### src/design/svbs_pkg.sv
// Constants, types and timing for the brake, ready and thermal supervisor
//
// Behaviour
// - The holding brake follows the received drive enable bit and the chosen error reaction.
// - A one-to-zero fall of drive enable cuts torque and engages the brake at once.
// - The ready contact opens whenever any drive error is present.
// - The ready contact is closed only while error-free and the link is in phase four.
// - With control voltage and no error, the display shows the ready-for-power-up code.
// - With mains on, the display changes to the ready-for-power-output code.
// - Drive enable turns on the control loops, which then track the command value.
// - Amplifier and motor temperature are watched as two independent channels.
// - An overtemperature gives a warning that lasts a fixed 30 s before escalating.
// - The warning flashes code 50 or 51 and is reported to the controller.
// - When the warning expires, code 18 or 19 holds until reset and the error reaction runs.
// - The undelayed reaction removes torque, engages the brake and opens the ready contact.
// - The default reaction brakes under velocity control, then drops torque 500 ms later.
package svbs_pkg;
   localparam int CLK_HZ = 40_000_000;
   localparam int WARN_S = 30;
   localparam int STOP_MS = 500;
   localparam logic [31:0] WARN_CYC = 32'(WARN_S * CLK_HZ);
   localparam logic [31:0] STOP_CYC = 32'(STOP_MS * (CLK_HZ / 1000));
   localparam logic [2:0] PHASE_RUN = 3'h4;
   // Register byte offsets
   localparam logic [7:0] OFS_CTRL = 8'h00;
   localparam logic [7:0] OFS_STATUS = 8'h04;
   localparam logic [7:0] OFS_INT_STAT = 8'h08;
   localparam logic [7:0] OFS_INT_MASK = 8'h0C;
   // Control fields and reset values
   localparam int CTRL_REACT_LSB = 0;
   localparam int CTRL_BRAKE_BIT = 2;
   localparam int CTRL_CLR_BIT = 3;
   localparam logic [1:0] RST_REACT = 2'h0;
   localparam logic RST_BRAKE_FITTED = 1'b1;
   localparam logic [4:0] RST_INT_MASK = 5'h00;
   localparam int NUM_EVENTS = 5;
   // Display codes; letters are shown as hex look-alikes
   localparam logic [7:0] DISP_BLANK = 8'h00;
   localparam logic [7:0] DISP_POWER_UP = 8'hBB;
   localparam logic [7:0] DISP_POWER_OUT = 8'hAB;
   localparam logic [7:0] DISP_AMP_WARN = 8'h50;
   localparam logic [7:0] DISP_MOT_WARN = 8'h51;
   localparam logic [7:0] DISP_AMP_SHUT = 8'h18;
   localparam logic [7:0] DISP_MOT_SHUT = 8'h19;
   localparam logic [7:0] DISP_EXT_ERR = 8'hEE;
   localparam logic [1:0] RESP_OKAY = 2'h0;
   localparam logic [1:0] RESP_SLVERR = 2'h2;
   typedef enum logic [3:0] {
      ST_OFF = 4'h1,
      ST_RUN = 4'h2,
      ST_DECEL = 4'h4,
      ST_FAULT = 4'h8
   } svbs_state_t;
   typedef enum logic [1:0] {
      REACT_FULL = 2'h0,
      REACT_LOCAL = 2'h1,
      REACT_UNDELAYED = 2'h2,
      REACT_LATE = 2'h3
   } svbs_react_t;
   typedef struct packed {
      logic ctrl_voltage;
      logic mains_on;
      logic amp_hot;
      logic motor_hot;
   } svbs_pins_t;
endpackage

### src/design/svbs_sync.sv
// Three-stage pin synchroniser with agreement filter
`timescale 1ns/1ps
module svbs_sync
   import svbs_pkg::*;
(
   // Clock and reset
   input wire logic aclk,
   input wire logic aresetn,
   // Pin and filtered level
   input wire logic pin,
   output logic level
);
   logic s1_ff;
   logic s2_ff;
   logic s3_ff;
   logic level_ff;

   always_ff @(posedge aclk) begin
      if (!aresetn) begin
         s1_ff <= 1'b0;
         s2_ff <= 1'b0;
         s3_ff <= 1'b0;
      end else begin
         s1_ff <= pin;
         s2_ff <= s1_ff;
         s3_ff <= s2_ff;
      end
   end

   // A change counts only once stages two and three agree
   always_ff @(posedge aclk) begin
      if (!aresetn) begin
         level_ff <= 1'b0;
      end else if (s2_ff == s3_ff) begin
         level_ff <= s3_ff;
      end
   end

   assign level = level_ff;
endmodule

### src/design/svbs_thermal.sv
// One temperature channel: timed warning escalating to a latched shutdown
`timescale 1ns/1ps
module svbs_thermal
   import svbs_pkg::*;
#(
   parameter logic [31:0] WARN_CYCLES = WARN_CYC
) (
   // Clock and reset
   input wire logic aclk,
   input wire logic aresetn,
   // Sensor and error reset
   input wire logic hot,
   input wire logic clear,
   // Status
   output logic warn,
   output logic shutdown
);
   logic [31:0] cnt_ff;
   logic warn_ff;
   logic shut_ff;

   // Warning runs for a fixed interval; cooling down cancels it
   always_ff @(posedge aclk) begin
      if (!aresetn) begin
         cnt_ff <= 32'h0000_0000;
         warn_ff <= 1'b0;
      end else if (hot && !shut_ff && cnt_ff != WARN_CYCLES) begin
         cnt_ff <= cnt_ff + 32'h1;
         warn_ff <= 1'b1;
      end else begin
         cnt_ff <= 32'h0000_0000;
         warn_ff <= 1'b0;
      end
   end

   // Expiry wins over a reset in the same cycle
   always_ff @(posedge aclk) begin
      if (!aresetn) begin
         shut_ff <= 1'b0;
      end else if (hot && !shut_ff && cnt_ff == WARN_CYCLES) begin
         shut_ff <= 1'b1;
      end else if (clear) begin
         shut_ff <= 1'b0;
      end
   end

   assign warn = warn_ff;
   assign shutdown = shut_ff;
endmodule

### src/design/svbs_supervisor.sv
// Brake, ready contact, display and thermal supervisor with AXI4-Lite registers
//
// The register offsets and the AXI4-Lite slave port were chosen for this implementation.
`timescale 1ns/1ps
module svbs_supervisor
   import svbs_pkg::*;
#(
   parameter logic [31:0] WARN_CYCLES = WARN_CYC,
   parameter logic [31:0] STOP_CYCLES = STOP_CYC
) (
   // Clock and reset
   input wire logic aclk,
   input wire logic aresetn,
   // AXI4-Lite write
   input wire logic [7:0] s_axi_awaddr,
   input wire logic s_axi_awvalid,
   output logic s_axi_awready,
   input wire logic [31:0] s_axi_wdata,
   input wire logic [3:0] s_axi_wstrb,
   input wire logic s_axi_wvalid,
   output logic s_axi_wready,
   output logic [1:0] s_axi_bresp,
   output logic s_axi_bvalid,
   input wire logic s_axi_bready,
   // AXI4-Lite read
   input wire logic [7:0] s_axi_araddr,
   input wire logic s_axi_arvalid,
   output logic s_axi_arready,
   output logic [31:0] s_axi_rdata,
   output logic [1:0] s_axi_rresp,
   output logic s_axi_rvalid,
   input wire logic s_axi_rready,
   // Drive link, same clock
   input wire logic drive_enable,
   input wire logic [2:0] comm_phase,
   input wire logic nc_error_reset,
   input wire logic ext_error,
   input wire logic [15:0] command_value,
   // Pins from outside the clock domain
   input wire svbs_pins_t pins,
   // Drive outputs
   output logic torque_enable,
   output logic brake_engage,
   output logic velocity_brake,
   output logic loop_enable,
   output logic [15:0] command_out,
   output logic supply_error,
   output logic ready_relay_contact,
   output logic [7:0] status_display,
   output logic display_flash,
   output logic warn_to_nc,
   output logic irq
);
   svbs_pins_t pin_lvl;
   svbs_state_t state_ff;
   svbs_state_t nxt_state;
   logic [31:0] stop_cnt_ff;
   logic [1:0] react_ff;
   logic brake_fitted_ff;
   logic sw_clr_ff;
   logic [4:0] int_stat_ff;
   logic [4:0] int_mask_ff;
   logic [4:0] events;
   logic [4:0] prev_ff;
   logic irq_ff;
   logic torque_ff;
   logic brake_ff;
   logic vbrake_ff;
   logic loop_ff;
   logic [15:0] cmd_ff;
   logic supply_ff;
   logic ready_ff;
   logic [7:0] disp_ff;
   logic [7:0] nxt_disp;
   logic flash_ff;
   logic warn_amp;
   logic warn_mot;
   logic shut_amp;
   logic shut_mot;
   logic err_now;
   logic clr_err;
   logic phase_ok;
   logic aw_got_ff;
   logic w_got_ff;
   logic [7:0] awaddr_ff;
   logic [31:0] wdata_ff;
   logic wstrb0_ff;
   logic bvalid_ff;
   logic [1:0] bresp_ff;
   logic rvalid_ff;
   logic [31:0] rdata_ff;
   logic [1:0] rresp_ff;
   logic do_write;
   logic rd_take;
   logic [2:0] wsel;
   logic [2:0] rsel;

   // Register index from a byte address; 3'h7 marks an unmapped address
   function automatic logic [2:0] reg_sel(input logic [7:0] addr);
      if (addr == OFS_CTRL) begin
         return 3'h0;
      end else if (addr == OFS_STATUS) begin
         return 3'h1;
      end else if (addr == OFS_INT_STAT) begin
         return 3'h2;
      end else if (addr == OFS_INT_MASK) begin
         return 3'h3;
      end else begin
         return 3'h7;
      end
   endfunction

   // Pin synchronisers, one per pin
   genvar gi;
   generate
      for (gi = 0; gi < 4; gi++) begin : g_sync
         svbs_sync u_sync (
            .aclk(aclk),
            .aresetn(aresetn),
            .pin(pins[gi]),
            .level(pin_lvl[gi])
         );
      end
   endgenerate

   // Two independent temperature channels
   svbs_thermal #(.WARN_CYCLES(WARN_CYCLES)) u_amp (
      .aclk(aclk),
      .aresetn(aresetn),
      .hot(pin_lvl.amp_hot),
      .clear(clr_err),
      .warn(warn_amp),
      .shutdown(shut_amp)
   );
   svbs_thermal #(.WARN_CYCLES(WARN_CYCLES)) u_mot (
      .aclk(aclk),
      .aresetn(aresetn),
      .hot(pin_lvl.motor_hot),
      .clear(clr_err),
      .warn(warn_mot),
      .shutdown(shut_mot)
   );

   assign clr_err = nc_error_reset | sw_clr_ff;
   assign err_now = shut_amp | shut_mot | ext_error;
   assign phase_ok = (comm_phase == PHASE_RUN);

   // Drive state; enable loss beats every other transition
   always_comb begin
      nxt_state = state_ff;
      case (state_ff)
         ST_OFF: begin
            if (err_now) begin
               nxt_state = ST_FAULT;
            end else if (drive_enable && phase_ok && pin_lvl.mains_on) begin
               nxt_state = ST_RUN;
            end
         end
         ST_RUN: begin
            if (!drive_enable) begin
               nxt_state = ST_OFF;
            end else if (err_now && react_ff == REACT_UNDELAYED) begin
               nxt_state = ST_FAULT;
            end else if (err_now) begin
               nxt_state = ST_DECEL;
            end
         end
         ST_DECEL: begin
            if (!drive_enable) begin
               nxt_state = ST_OFF;
            end else if (stop_cnt_ff == STOP_CYCLES - 32'h1) begin
               nxt_state = ST_FAULT;
            end
         end
         ST_FAULT: begin
            if (!err_now) begin
               nxt_state = ST_OFF;
            end
         end
         default: nxt_state = ST_FAULT;
      endcase
   end

   always_ff @(posedge aclk) begin
      if (!aresetn) begin
         state_ff <= ST_OFF;
      end else begin
         state_ff <= nxt_state;
      end
   end

   always_ff @(posedge aclk) begin
      if (!aresetn) begin
         stop_cnt_ff <= 32'h0000_0000;
      end else if (state_ff == ST_DECEL) begin
         stop_cnt_ff <= stop_cnt_ff + 32'h1;
      end else begin
         stop_cnt_ff <= 32'h0000_0000;
      end
   end

   // Drive outputs follow the next state so they move with the transition
   always_ff @(posedge aclk) begin
      if (!aresetn) begin
         torque_ff <= 1'b0;
         brake_ff <= 1'b1;
         vbrake_ff <= 1'b0;
         loop_ff <= 1'b0;
         supply_ff <= 1'b0;
      end else begin
         torque_ff <= (nxt_state == ST_RUN) || (nxt_state == ST_DECEL);
         // Brake held closed whenever torque is off, if one is fitted
         brake_ff <= brake_fitted_ff && (nxt_state == ST_OFF || nxt_state == ST_FAULT);
         vbrake_ff <= (nxt_state == ST_DECEL);
         loop_ff <= (nxt_state == ST_RUN) || (nxt_state == ST_DECEL);
         supply_ff <= (react_ff == REACT_FULL) && (nxt_state == ST_DECEL || nxt_state == ST_FAULT);
      end
   end

   // Command tracking; during braking the velocity target is zero
   always_ff @(posedge aclk) begin
      if (!aresetn) begin
         cmd_ff <= 16'h0000;
      end else if (state_ff == ST_RUN) begin
         cmd_ff <= command_value;
      end else begin
         cmd_ff <= 16'h0000;
      end
   end

   // Ready contact closes only error-free in phase four
   always_ff @(posedge aclk) begin
      if (!aresetn) begin
         ready_ff <= 1'b0;
      end else begin
         ready_ff <= pin_lvl.ctrl_voltage && !err_now && phase_ok;
      end
   end

   // Display; shutdown beats warning beats readiness
   always_comb begin
      nxt_disp = DISP_BLANK;
      if (shut_amp) begin
         nxt_disp = DISP_AMP_SHUT;
      end else if (shut_mot) begin
         nxt_disp = DISP_MOT_SHUT;
      end else if (warn_amp) begin
         nxt_disp = DISP_AMP_WARN;
      end else if (warn_mot) begin
         nxt_disp = DISP_MOT_WARN;
      end else if (ext_error) begin
         nxt_disp = DISP_EXT_ERR;
      end else if (pin_lvl.ctrl_voltage && pin_lvl.mains_on) begin
         nxt_disp = DISP_POWER_OUT;
      end else if (pin_lvl.ctrl_voltage) begin
         nxt_disp = DISP_POWER_UP;
      end
   end

   always_ff @(posedge aclk) begin
      if (!aresetn) begin
         disp_ff <= DISP_BLANK;
         flash_ff <= 1'b0;
      end else begin
         disp_ff <= nxt_disp;
         flash_ff <= !shut_amp && !shut_mot && (warn_amp || warn_mot);
      end
   end

   // Interrupt events, sticky until the status read; a new event wins
   assign events = {
      prev_ff[4] & ~drive_enable,
      shut_mot & ~prev_ff[3],
      shut_amp & ~prev_ff[2],
      warn_mot & ~prev_ff[1],
      warn_amp & ~prev_ff[0]
   };

   always_ff @(posedge aclk) begin
      if (!aresetn) begin
         prev_ff <= 5'h00;
         int_stat_ff <= 5'h00;
         irq_ff <= 1'b0;
      end else begin
         prev_ff <= {drive_enable, shut_mot, shut_amp, warn_mot, warn_amp};
         if (rd_take && rsel == 3'h2) begin
            int_stat_ff <= events;
         end else begin
            int_stat_ff <= int_stat_ff | events;
         end
         irq_ff <= |(int_stat_ff & int_mask_ff);
      end
   end

   // AXI write: address and data taken in either order
   assign s_axi_awready = !aw_got_ff && !bvalid_ff;
   assign s_axi_wready = !w_got_ff && !bvalid_ff;
   assign do_write = aw_got_ff && w_got_ff && !bvalid_ff;
   assign wsel = reg_sel(awaddr_ff);

   always_ff @(posedge aclk) begin
      if (!aresetn) begin
         aw_got_ff <= 1'b0;
         w_got_ff <= 1'b0;
         awaddr_ff <= 8'h00;
         wdata_ff <= 32'h0000_0000;
         wstrb0_ff <= 1'b0;
         bvalid_ff <= 1'b0;
         bresp_ff <= RESP_OKAY;
      end else begin
         if (s_axi_awvalid && s_axi_awready) begin
            aw_got_ff <= 1'b1;
            awaddr_ff <= s_axi_awaddr;
         end
         if (s_axi_wvalid && s_axi_wready) begin
            w_got_ff <= 1'b1;
            wdata_ff <= s_axi_wdata;
            wstrb0_ff <= s_axi_wstrb[0];
         end
         if (do_write) begin
            aw_got_ff <= 1'b0;
            w_got_ff <= 1'b0;
            bvalid_ff <= 1'b1;
            bresp_ff <= (wsel == 3'h7) ? RESP_SLVERR : RESP_OKAY;
         end else if (bvalid_ff && s_axi_bready) begin
            bvalid_ff <= 1'b0;
         end
      end
   end

   // Writable registers; only byte lane 0 carries fields
   always_ff @(posedge aclk) begin
      if (!aresetn) begin
         react_ff <= RST_REACT;
         brake_fitted_ff <= RST_BRAKE_FITTED;
         int_mask_ff <= RST_INT_MASK;
         sw_clr_ff <= 1'b0;
      end else begin
         sw_clr_ff <= 1'b0;
         if (do_write && wstrb0_ff && wsel == 3'h0) begin
            react_ff <= wdata_ff[CTRL_REACT_LSB +: 2];
            brake_fitted_ff <= wdata_ff[CTRL_BRAKE_BIT];
            sw_clr_ff <= wdata_ff[CTRL_CLR_BIT];
         end
         if (do_write && wstrb0_ff && wsel == 3'h3) begin
            int_mask_ff <= wdata_ff[NUM_EVENTS-1:0];
         end
      end
   end

   // AXI read: one cycle to rvalid
   assign s_axi_arready = !rvalid_ff;
   assign rd_take = s_axi_arvalid && !rvalid_ff;
   assign rsel = reg_sel(s_axi_araddr);

   always_ff @(posedge aclk) begin
      if (!aresetn) begin
         rvalid_ff <= 1'b0;
         rdata_ff <= 32'h0000_0000;
         rresp_ff <= RESP_OKAY;
      end else if (rd_take) begin
         rvalid_ff <= 1'b1;
         rresp_ff <= RESP_OKAY;
         if (rsel == 3'h0) begin
            rdata_ff <= {28'h0, 1'b0, brake_fitted_ff, react_ff};
         end else if (rsel == 3'h1) begin
            rdata_ff <= {16'h0, disp_ff, warn_to_nc, torque_ff, brake_ff, ready_ff, state_ff};
         end else if (rsel == 3'h2) begin
            rdata_ff <= {27'h0, int_stat_ff};
         end else if (rsel == 3'h3) begin
            rdata_ff <= {27'h0, int_mask_ff};
         end else begin
            rdata_ff <= 32'h0000_0000;
            rresp_ff <= RESP_SLVERR;
         end
      end else if (s_axi_rready) begin
         rvalid_ff <= 1'b0;
      end
   end

   assign s_axi_bvalid = bvalid_ff;
   assign s_axi_bresp = bresp_ff;
   assign s_axi_rvalid = rvalid_ff;
   assign s_axi_rdata = rdata_ff;
   assign s_axi_rresp = rresp_ff;
   assign torque_enable = torque_ff;
   assign brake_engage = brake_ff;
   assign velocity_brake = vbrake_ff;
   assign loop_enable = loop_ff;
   assign command_out = cmd_ff;
   assign supply_error = supply_ff;
   assign ready_relay_contact = ready_ff;
   assign status_display = disp_ff;
   assign display_flash = flash_ff;
   assign warn_to_nc = flash_ff;
   assign irq = irq_ff;
endmodule

### config.mk
export PLATFORM = sky130hd
export DESIGN_NAME = svbs_supervisor
export DESIGN_NICKNAME = d
export VERILOG_FILES = /design/src/design/svbs_pkg.sv /design/src/design/svbs_sync.sv /design/src/design/svbs_thermal.sv /design/src/design/svbs_supervisor.sv
export SDC_FILE = /design/constraint.sdc
export NUM_CORES = 1
export LEC_CHECK = 0
export ABC_CLOCK_PERIOD_IN_PS = 2330
export BUFFER_PORTS_ARGS = -buffer_cell sky130_fd_sc_hd__clkbuf_2
export CAP_MARGIN = 5
export CORE_ASPECT_RATIO = 1.1
export CORE_UTILIZATION = 46
export CTS_CLUSTER_DIAMETER = 50
export CTS_CLUSTER_SIZE = 30
export DETAILED_ROUTE_END_ITERATION = 16
export PLACE_DENSITY_LB_ADDON = 0.15
export RECOVER_POWER = 100
export SETUP_SLACK_MARGIN = 0.4
export SKIP_CTS_REPAIR_TIMING = 1
export SKIP_LAST_GASP = 1
export SLEW_MARGIN = 5
export SYNTH_ARGS = -nofsm -noshare
export SYNTH_HDL_FRONTEND = slang
export SYNTH_SLANG_ARGS = --single-unit
### constraint.sdc
create_clock -name aclk -period 2.33 [get_ports aclk]
set_clock_uncertainty 0.2 [all_clocks]
set_input_delay 0.233 -clock aclk [delete_from_list [all_inputs] [get_ports aclk]]
set_output_delay 0.233 -clock aclk [all_outputs]
set_load 0.05 [all_outputs]
==> impl_summary.md <==
Floorplanning
The initial core utilization is 0.469. The die height is 145 microns. The die covers ~19000 sq um. The die is roughly 130 microns wide. The floorplan has 52 rows. The core region is 18300 sq um. The number of top-level pins is ~160.

Finish
The fraction of layout cells with a size suffix above 1 is 0.197. The final instance area is ~11000 sq um. Leaving out fill and tap cells, the most frequent cells in the layout are sky130_fd_sc_hd__dfxtp_1 (175), sky130_fd_sc_hd__nor2_1 (92), sky130_fd_sc_hd__clkbuf_1 (67). The number of nets in the layout is between 1k and 1.5k. The fill cell instance count of the final layout is 1656.

The register cell area after layout is about 4100 sq um. The multi-input combinational cells in the finished layout cover a total of 4350 sq um. The most common cell after layout, fill and taps aside is sky130_fd_sc_hd__dfxtp_1. The non-filler instance count after layout is between 1k and 1.5k. The antenna diode instance count is 0. Measured on the finished design, the core utilization comes to 0.601. From synthesis to final layout, the design area changed by 28.2%.

Critical path
The buffers plus inverters on the worst setup path is 2. Of all nets on the critical path, the largest fanout is 8. For this run, the slowest stage of the critical path takes roughly 0.48 ns. The cell with the biggest individual delay on the critical path is sky130_fd_sc_hd__o2111ai_2.

Traced cell by cell, the critical path runs through buf_4 -> nor4b_4 -> nand4_1 -> o2111ai_2 -> clkbuf_2 -> nor2_1. In this design, the largest share of critical-path delay is due to simple AND/OR/NAND/NOR gates. The critical path launch point type is a flip-flop. The critical path runs through a total of 6 cells. The worst-case reg-to-reg path depth is 6. The arrival time of the worst setup path is 2.35 ns.

The category of the most critical setup path is flip-flop to flip-flop. The endpoint type of the worst setup path is a flip-flop. Data on the critical path is required at its endpoint by ~2.5 ns.

Route
The number of detailed-routing iterations run before antenna repair is 8. In the final routed layout, each cell accounts on average for ~15 microns. In this run the remaining antenna-violating nets after routing total 0. Summed over all layers, the routed wires come to between 20 and 25 mm. The routed layout has between 7k and 8k vias. The vias per cell is 5.47. For this block, the initial DRC count from the detailed router was 395. For this run, design rule violations remaining after detail routing come to 0.

Logic synthesis
The number of cells produced by synthesis is between 900 and 1k. Counting flops with a built-in enable in the synthesized netlist gives 0. Synthesis inferred between 200 and 250 register bits.

During synthesis, Yosys emitted a total of 0 warnings. The average instance in the mapped netlist occupies between 9 and 10 sq um. The most used flip-flop cell after synthesis is sky130_fd_sc_hd__dfxtp_1. Of the synthesized area, sequential elements account for 0.470. Synthesis instantiated 63 different standard cells from the library. The post-synthesis async set-or-reset flop share is 0.

The area of the mapped netlist is between 8000 and 9000 sq um.

Global routing
The initial antenna violation count is 0. The overall routing resource usage is 0.198. The total global routing overflow is 0. The via count of the first global-routing pass is between 6k and 7k.

The first-pass GRT wire length is approximately 32 mm. The maximum number of pins on one net before global-route repair is 65.

Timing
The worst hold margin is -0.000784 ns. The max-slew violation count is 0. Timing would allow up to roughly 460 MHz. The slew at the pin closest to its max-slew limit is approximately 0.73 ns. The final setup violation count is 0. The worst pin sits at a relative slew slack of 0.510. The clock period could shrink to roughly 2.2 ns. Setup slack closes at about 0.17 ns. Setup repair after global routing could not meet its margin everywhere.

The sum of negative setup slack is 0 ns. Dividing the final minimum period by the clock period gives 0.929. The number of failing hold endpoints at the final stage is 1.

Clocking
The deepest clock path buffer count is 3. After clock tree synthesis, the clock-pin slew on the worst setup and hold paths is 0.07 ns. The library cell used as clock root buffer is sky130_fd_sc_hd__clkbuf_16. The number of sinks driven by the clock tree is 202. The clock buffer count from CTS is 24. The clock insertion delay at the later pin of the skew report is approximately 0.51 ns.

The TritonCTS clock tree is yes. CTS built an H-tree with a depth of 1.

Power and ir drop
The relative contribution of combinational cells to total power is 0.056. The net switching power of the design is around 1.8 mW. The share of total power consumed by net switching is 0.239. The clock share of power is 0.483.

The cell area power density is just under 700 nW/um^2. The worst vdd rail ir drop is approximately 0.0007 V. The sequential share of power is 0.461. The leakage power summed over all cells is a little under 4 nW. Cell internal power was estimated by the tool at around 5.8 mW. The power consumption is approximately 7.7 mW.

Placement
The placer congestion estimate is approximately 0.8. The number of instances in the placed design is 1281. Before CTS, the worst setup slack after placement is approximately 0.16 ns. The instance area at placement is ~9400 sq um. The count of buffers added on input and output ports is 110. The HPWL after detailed placement is roughly 13 mm.

Status
The run finished, with violations left. The checks that failed: hold timing.

Hold path
The worst hold path passes through 3 cells. The path class of the tightest hold or removal check is input pin to flip-flop.

Job
The number of maximum-capacitance violations is 0.
[power groups by stage]
stage / clock network (mW) / registers [mW] / logic [mW]
2_1_floorplan: 0 / 3.65 / 0.260
3_3_place_gp: 0 / 3.61 / 0.375
6_report: 3.70 / 3.53 / 0.430
3_5_place_dp: 0 / 3.61 / 0.376
5_1_grt: 3.98 / 3.54 / 0.465
4_1_cts: 3.81 / 3.54 / 0.378
[cells in the mapped netlist (5+ instances only)]
master,count,area [sq um]
sky130_fd_sc_hd__nand4_1,40,250
sky130_fd_sc_hd__or3_1,31,194
sky130_fd_sc_hd__xor2_1,24,210
sky130_fd_sc_hd__ha_1,5,62.6
sky130_fd_sc_hd__nor4bb_1,5,50.1
sky130_fd_sc_hd__and4_1,18,158
sky130_fd_sc_hd__o21ai_0,28,140
sky130_fd_sc_hd__dfxtp_1,202,4040
sky130_fd_sc_hd__nor3_1,10,50.1
sky130_fd_sc_hd__and2_1,21,131
sky130_fd_sc_hd__nand3_1,35,175
sky130_fd_sc_hd__a21oi_1,67,335
sky130_fd_sc_hd__xnor2_1,11,96.3
sky130_fd_sc_hd__buf_4,24,180
sky130_fd_sc_hd__nor4_1,19,119
sky130_fd_sc_hd__nor4b_1,10,87.6
sky130_fd_sc_hd__clkbuf_1,39,146
sky130_fd_sc_hd__inv_1,24,90.1
sky130_fd_sc_hd__a22oi_1,15,113
sky130_fd_sc_hd__nor2_1,92,345
sky130_fd_sc_hd__o31ai_1,21,158
sky130_fd_sc_hd__buf_1,6,22.5
sky130_fd_sc_hd__and3_1,31,194
sky130_fd_sc_hd__or4_1,22,165
sky130_fd_sc_hd__nand2b_1,8,50.1
sky130_fd_sc_hd__mux2i_1,23,230
sky130_fd_sc_hd__nand2_1,61,229
[state kept, by name, summed over array words and instances, names as in the netlist, 4 cells and up]
register / cells
status_display: 6
command_out: 16
prev_ff: 5
u_amp.cnt_ff: 32
g_sync.u_sync.s2_ff: 4
g_sync.u_sync.level: 4
awaddr_ff: 8
u_mot.cnt_ff: 32
wdata_ff: 5
int_mask_ff: 5
g_sync.u_sync.s1_ff: 4
s_axi_rdata: 14
int_stat_ff: 5
g_sync.u_sync.s3_ff: 4
stop_cnt_ff: 32
state_ff: 4
[cells by family after synthesis]
family / Yosys count / share of synthesized area
fa+ha+maj: 5 / 0.00727
compound gates: 166 / 0.121
other cells: 1 / 0.000436
xor+xnor: 35 / 0.0356
buf+inv: 99 / 0.0560
flops: 202 / 0.470
mux: 26 / 0.0346
simple gates: 422 / 0.275
[final timing paths]
| path | startpoint | end | slack (ns) |
|---|---|---|---|
| max reg2reg | u_amp.cnt_ff[14] | u_amp.cnt_ff[12] | 0.17 |
| max | u_amp.cnt_ff[14] | u_amp.cnt_ff[12] | 0.17 |
| min reg2reg | g_sync[2].u_sync.s1_ff | g_sync[2].u_sync.s2_ff | 0.23 |
| min | s_axi_araddr[2] | int_stat_ff[4] | -0.0008 |
[worst min-delay path, stage by stage]
cell and delay (ns):
sky130_fd_sc_hd__clkbuf_2 0.21, sky130_fd_sc_hd__o31ai_1 0.11, sky130_fd_sc_hd__a21oi_1 0.12
[area by class of cell]
| class | instances | share of cell area |
|---|---|---|
| Multi-Input combinational cell | 674 | 0.395 |
| Sequential cell | 202 | 0.370 |
| Timing Repair Buffer | 211 | 0.126 |
| Clock buffer | 32 | 0.0609 |
| Tap cell | 243 | 0.0276 |
| Clock inverter | 12 | 0.0121 |
| Inverter | 24 | 0.00817 |
[layer usage]
layer | track usage | wire, microns
met5 | 0 | 0
met4 | 0.0483 | 323
met3 | 0.0303 | 925
met2 | 0.336 | 10400
met1 | 0.263 | 9250
No activity file was read; power rests on OpenSTA's default activity.
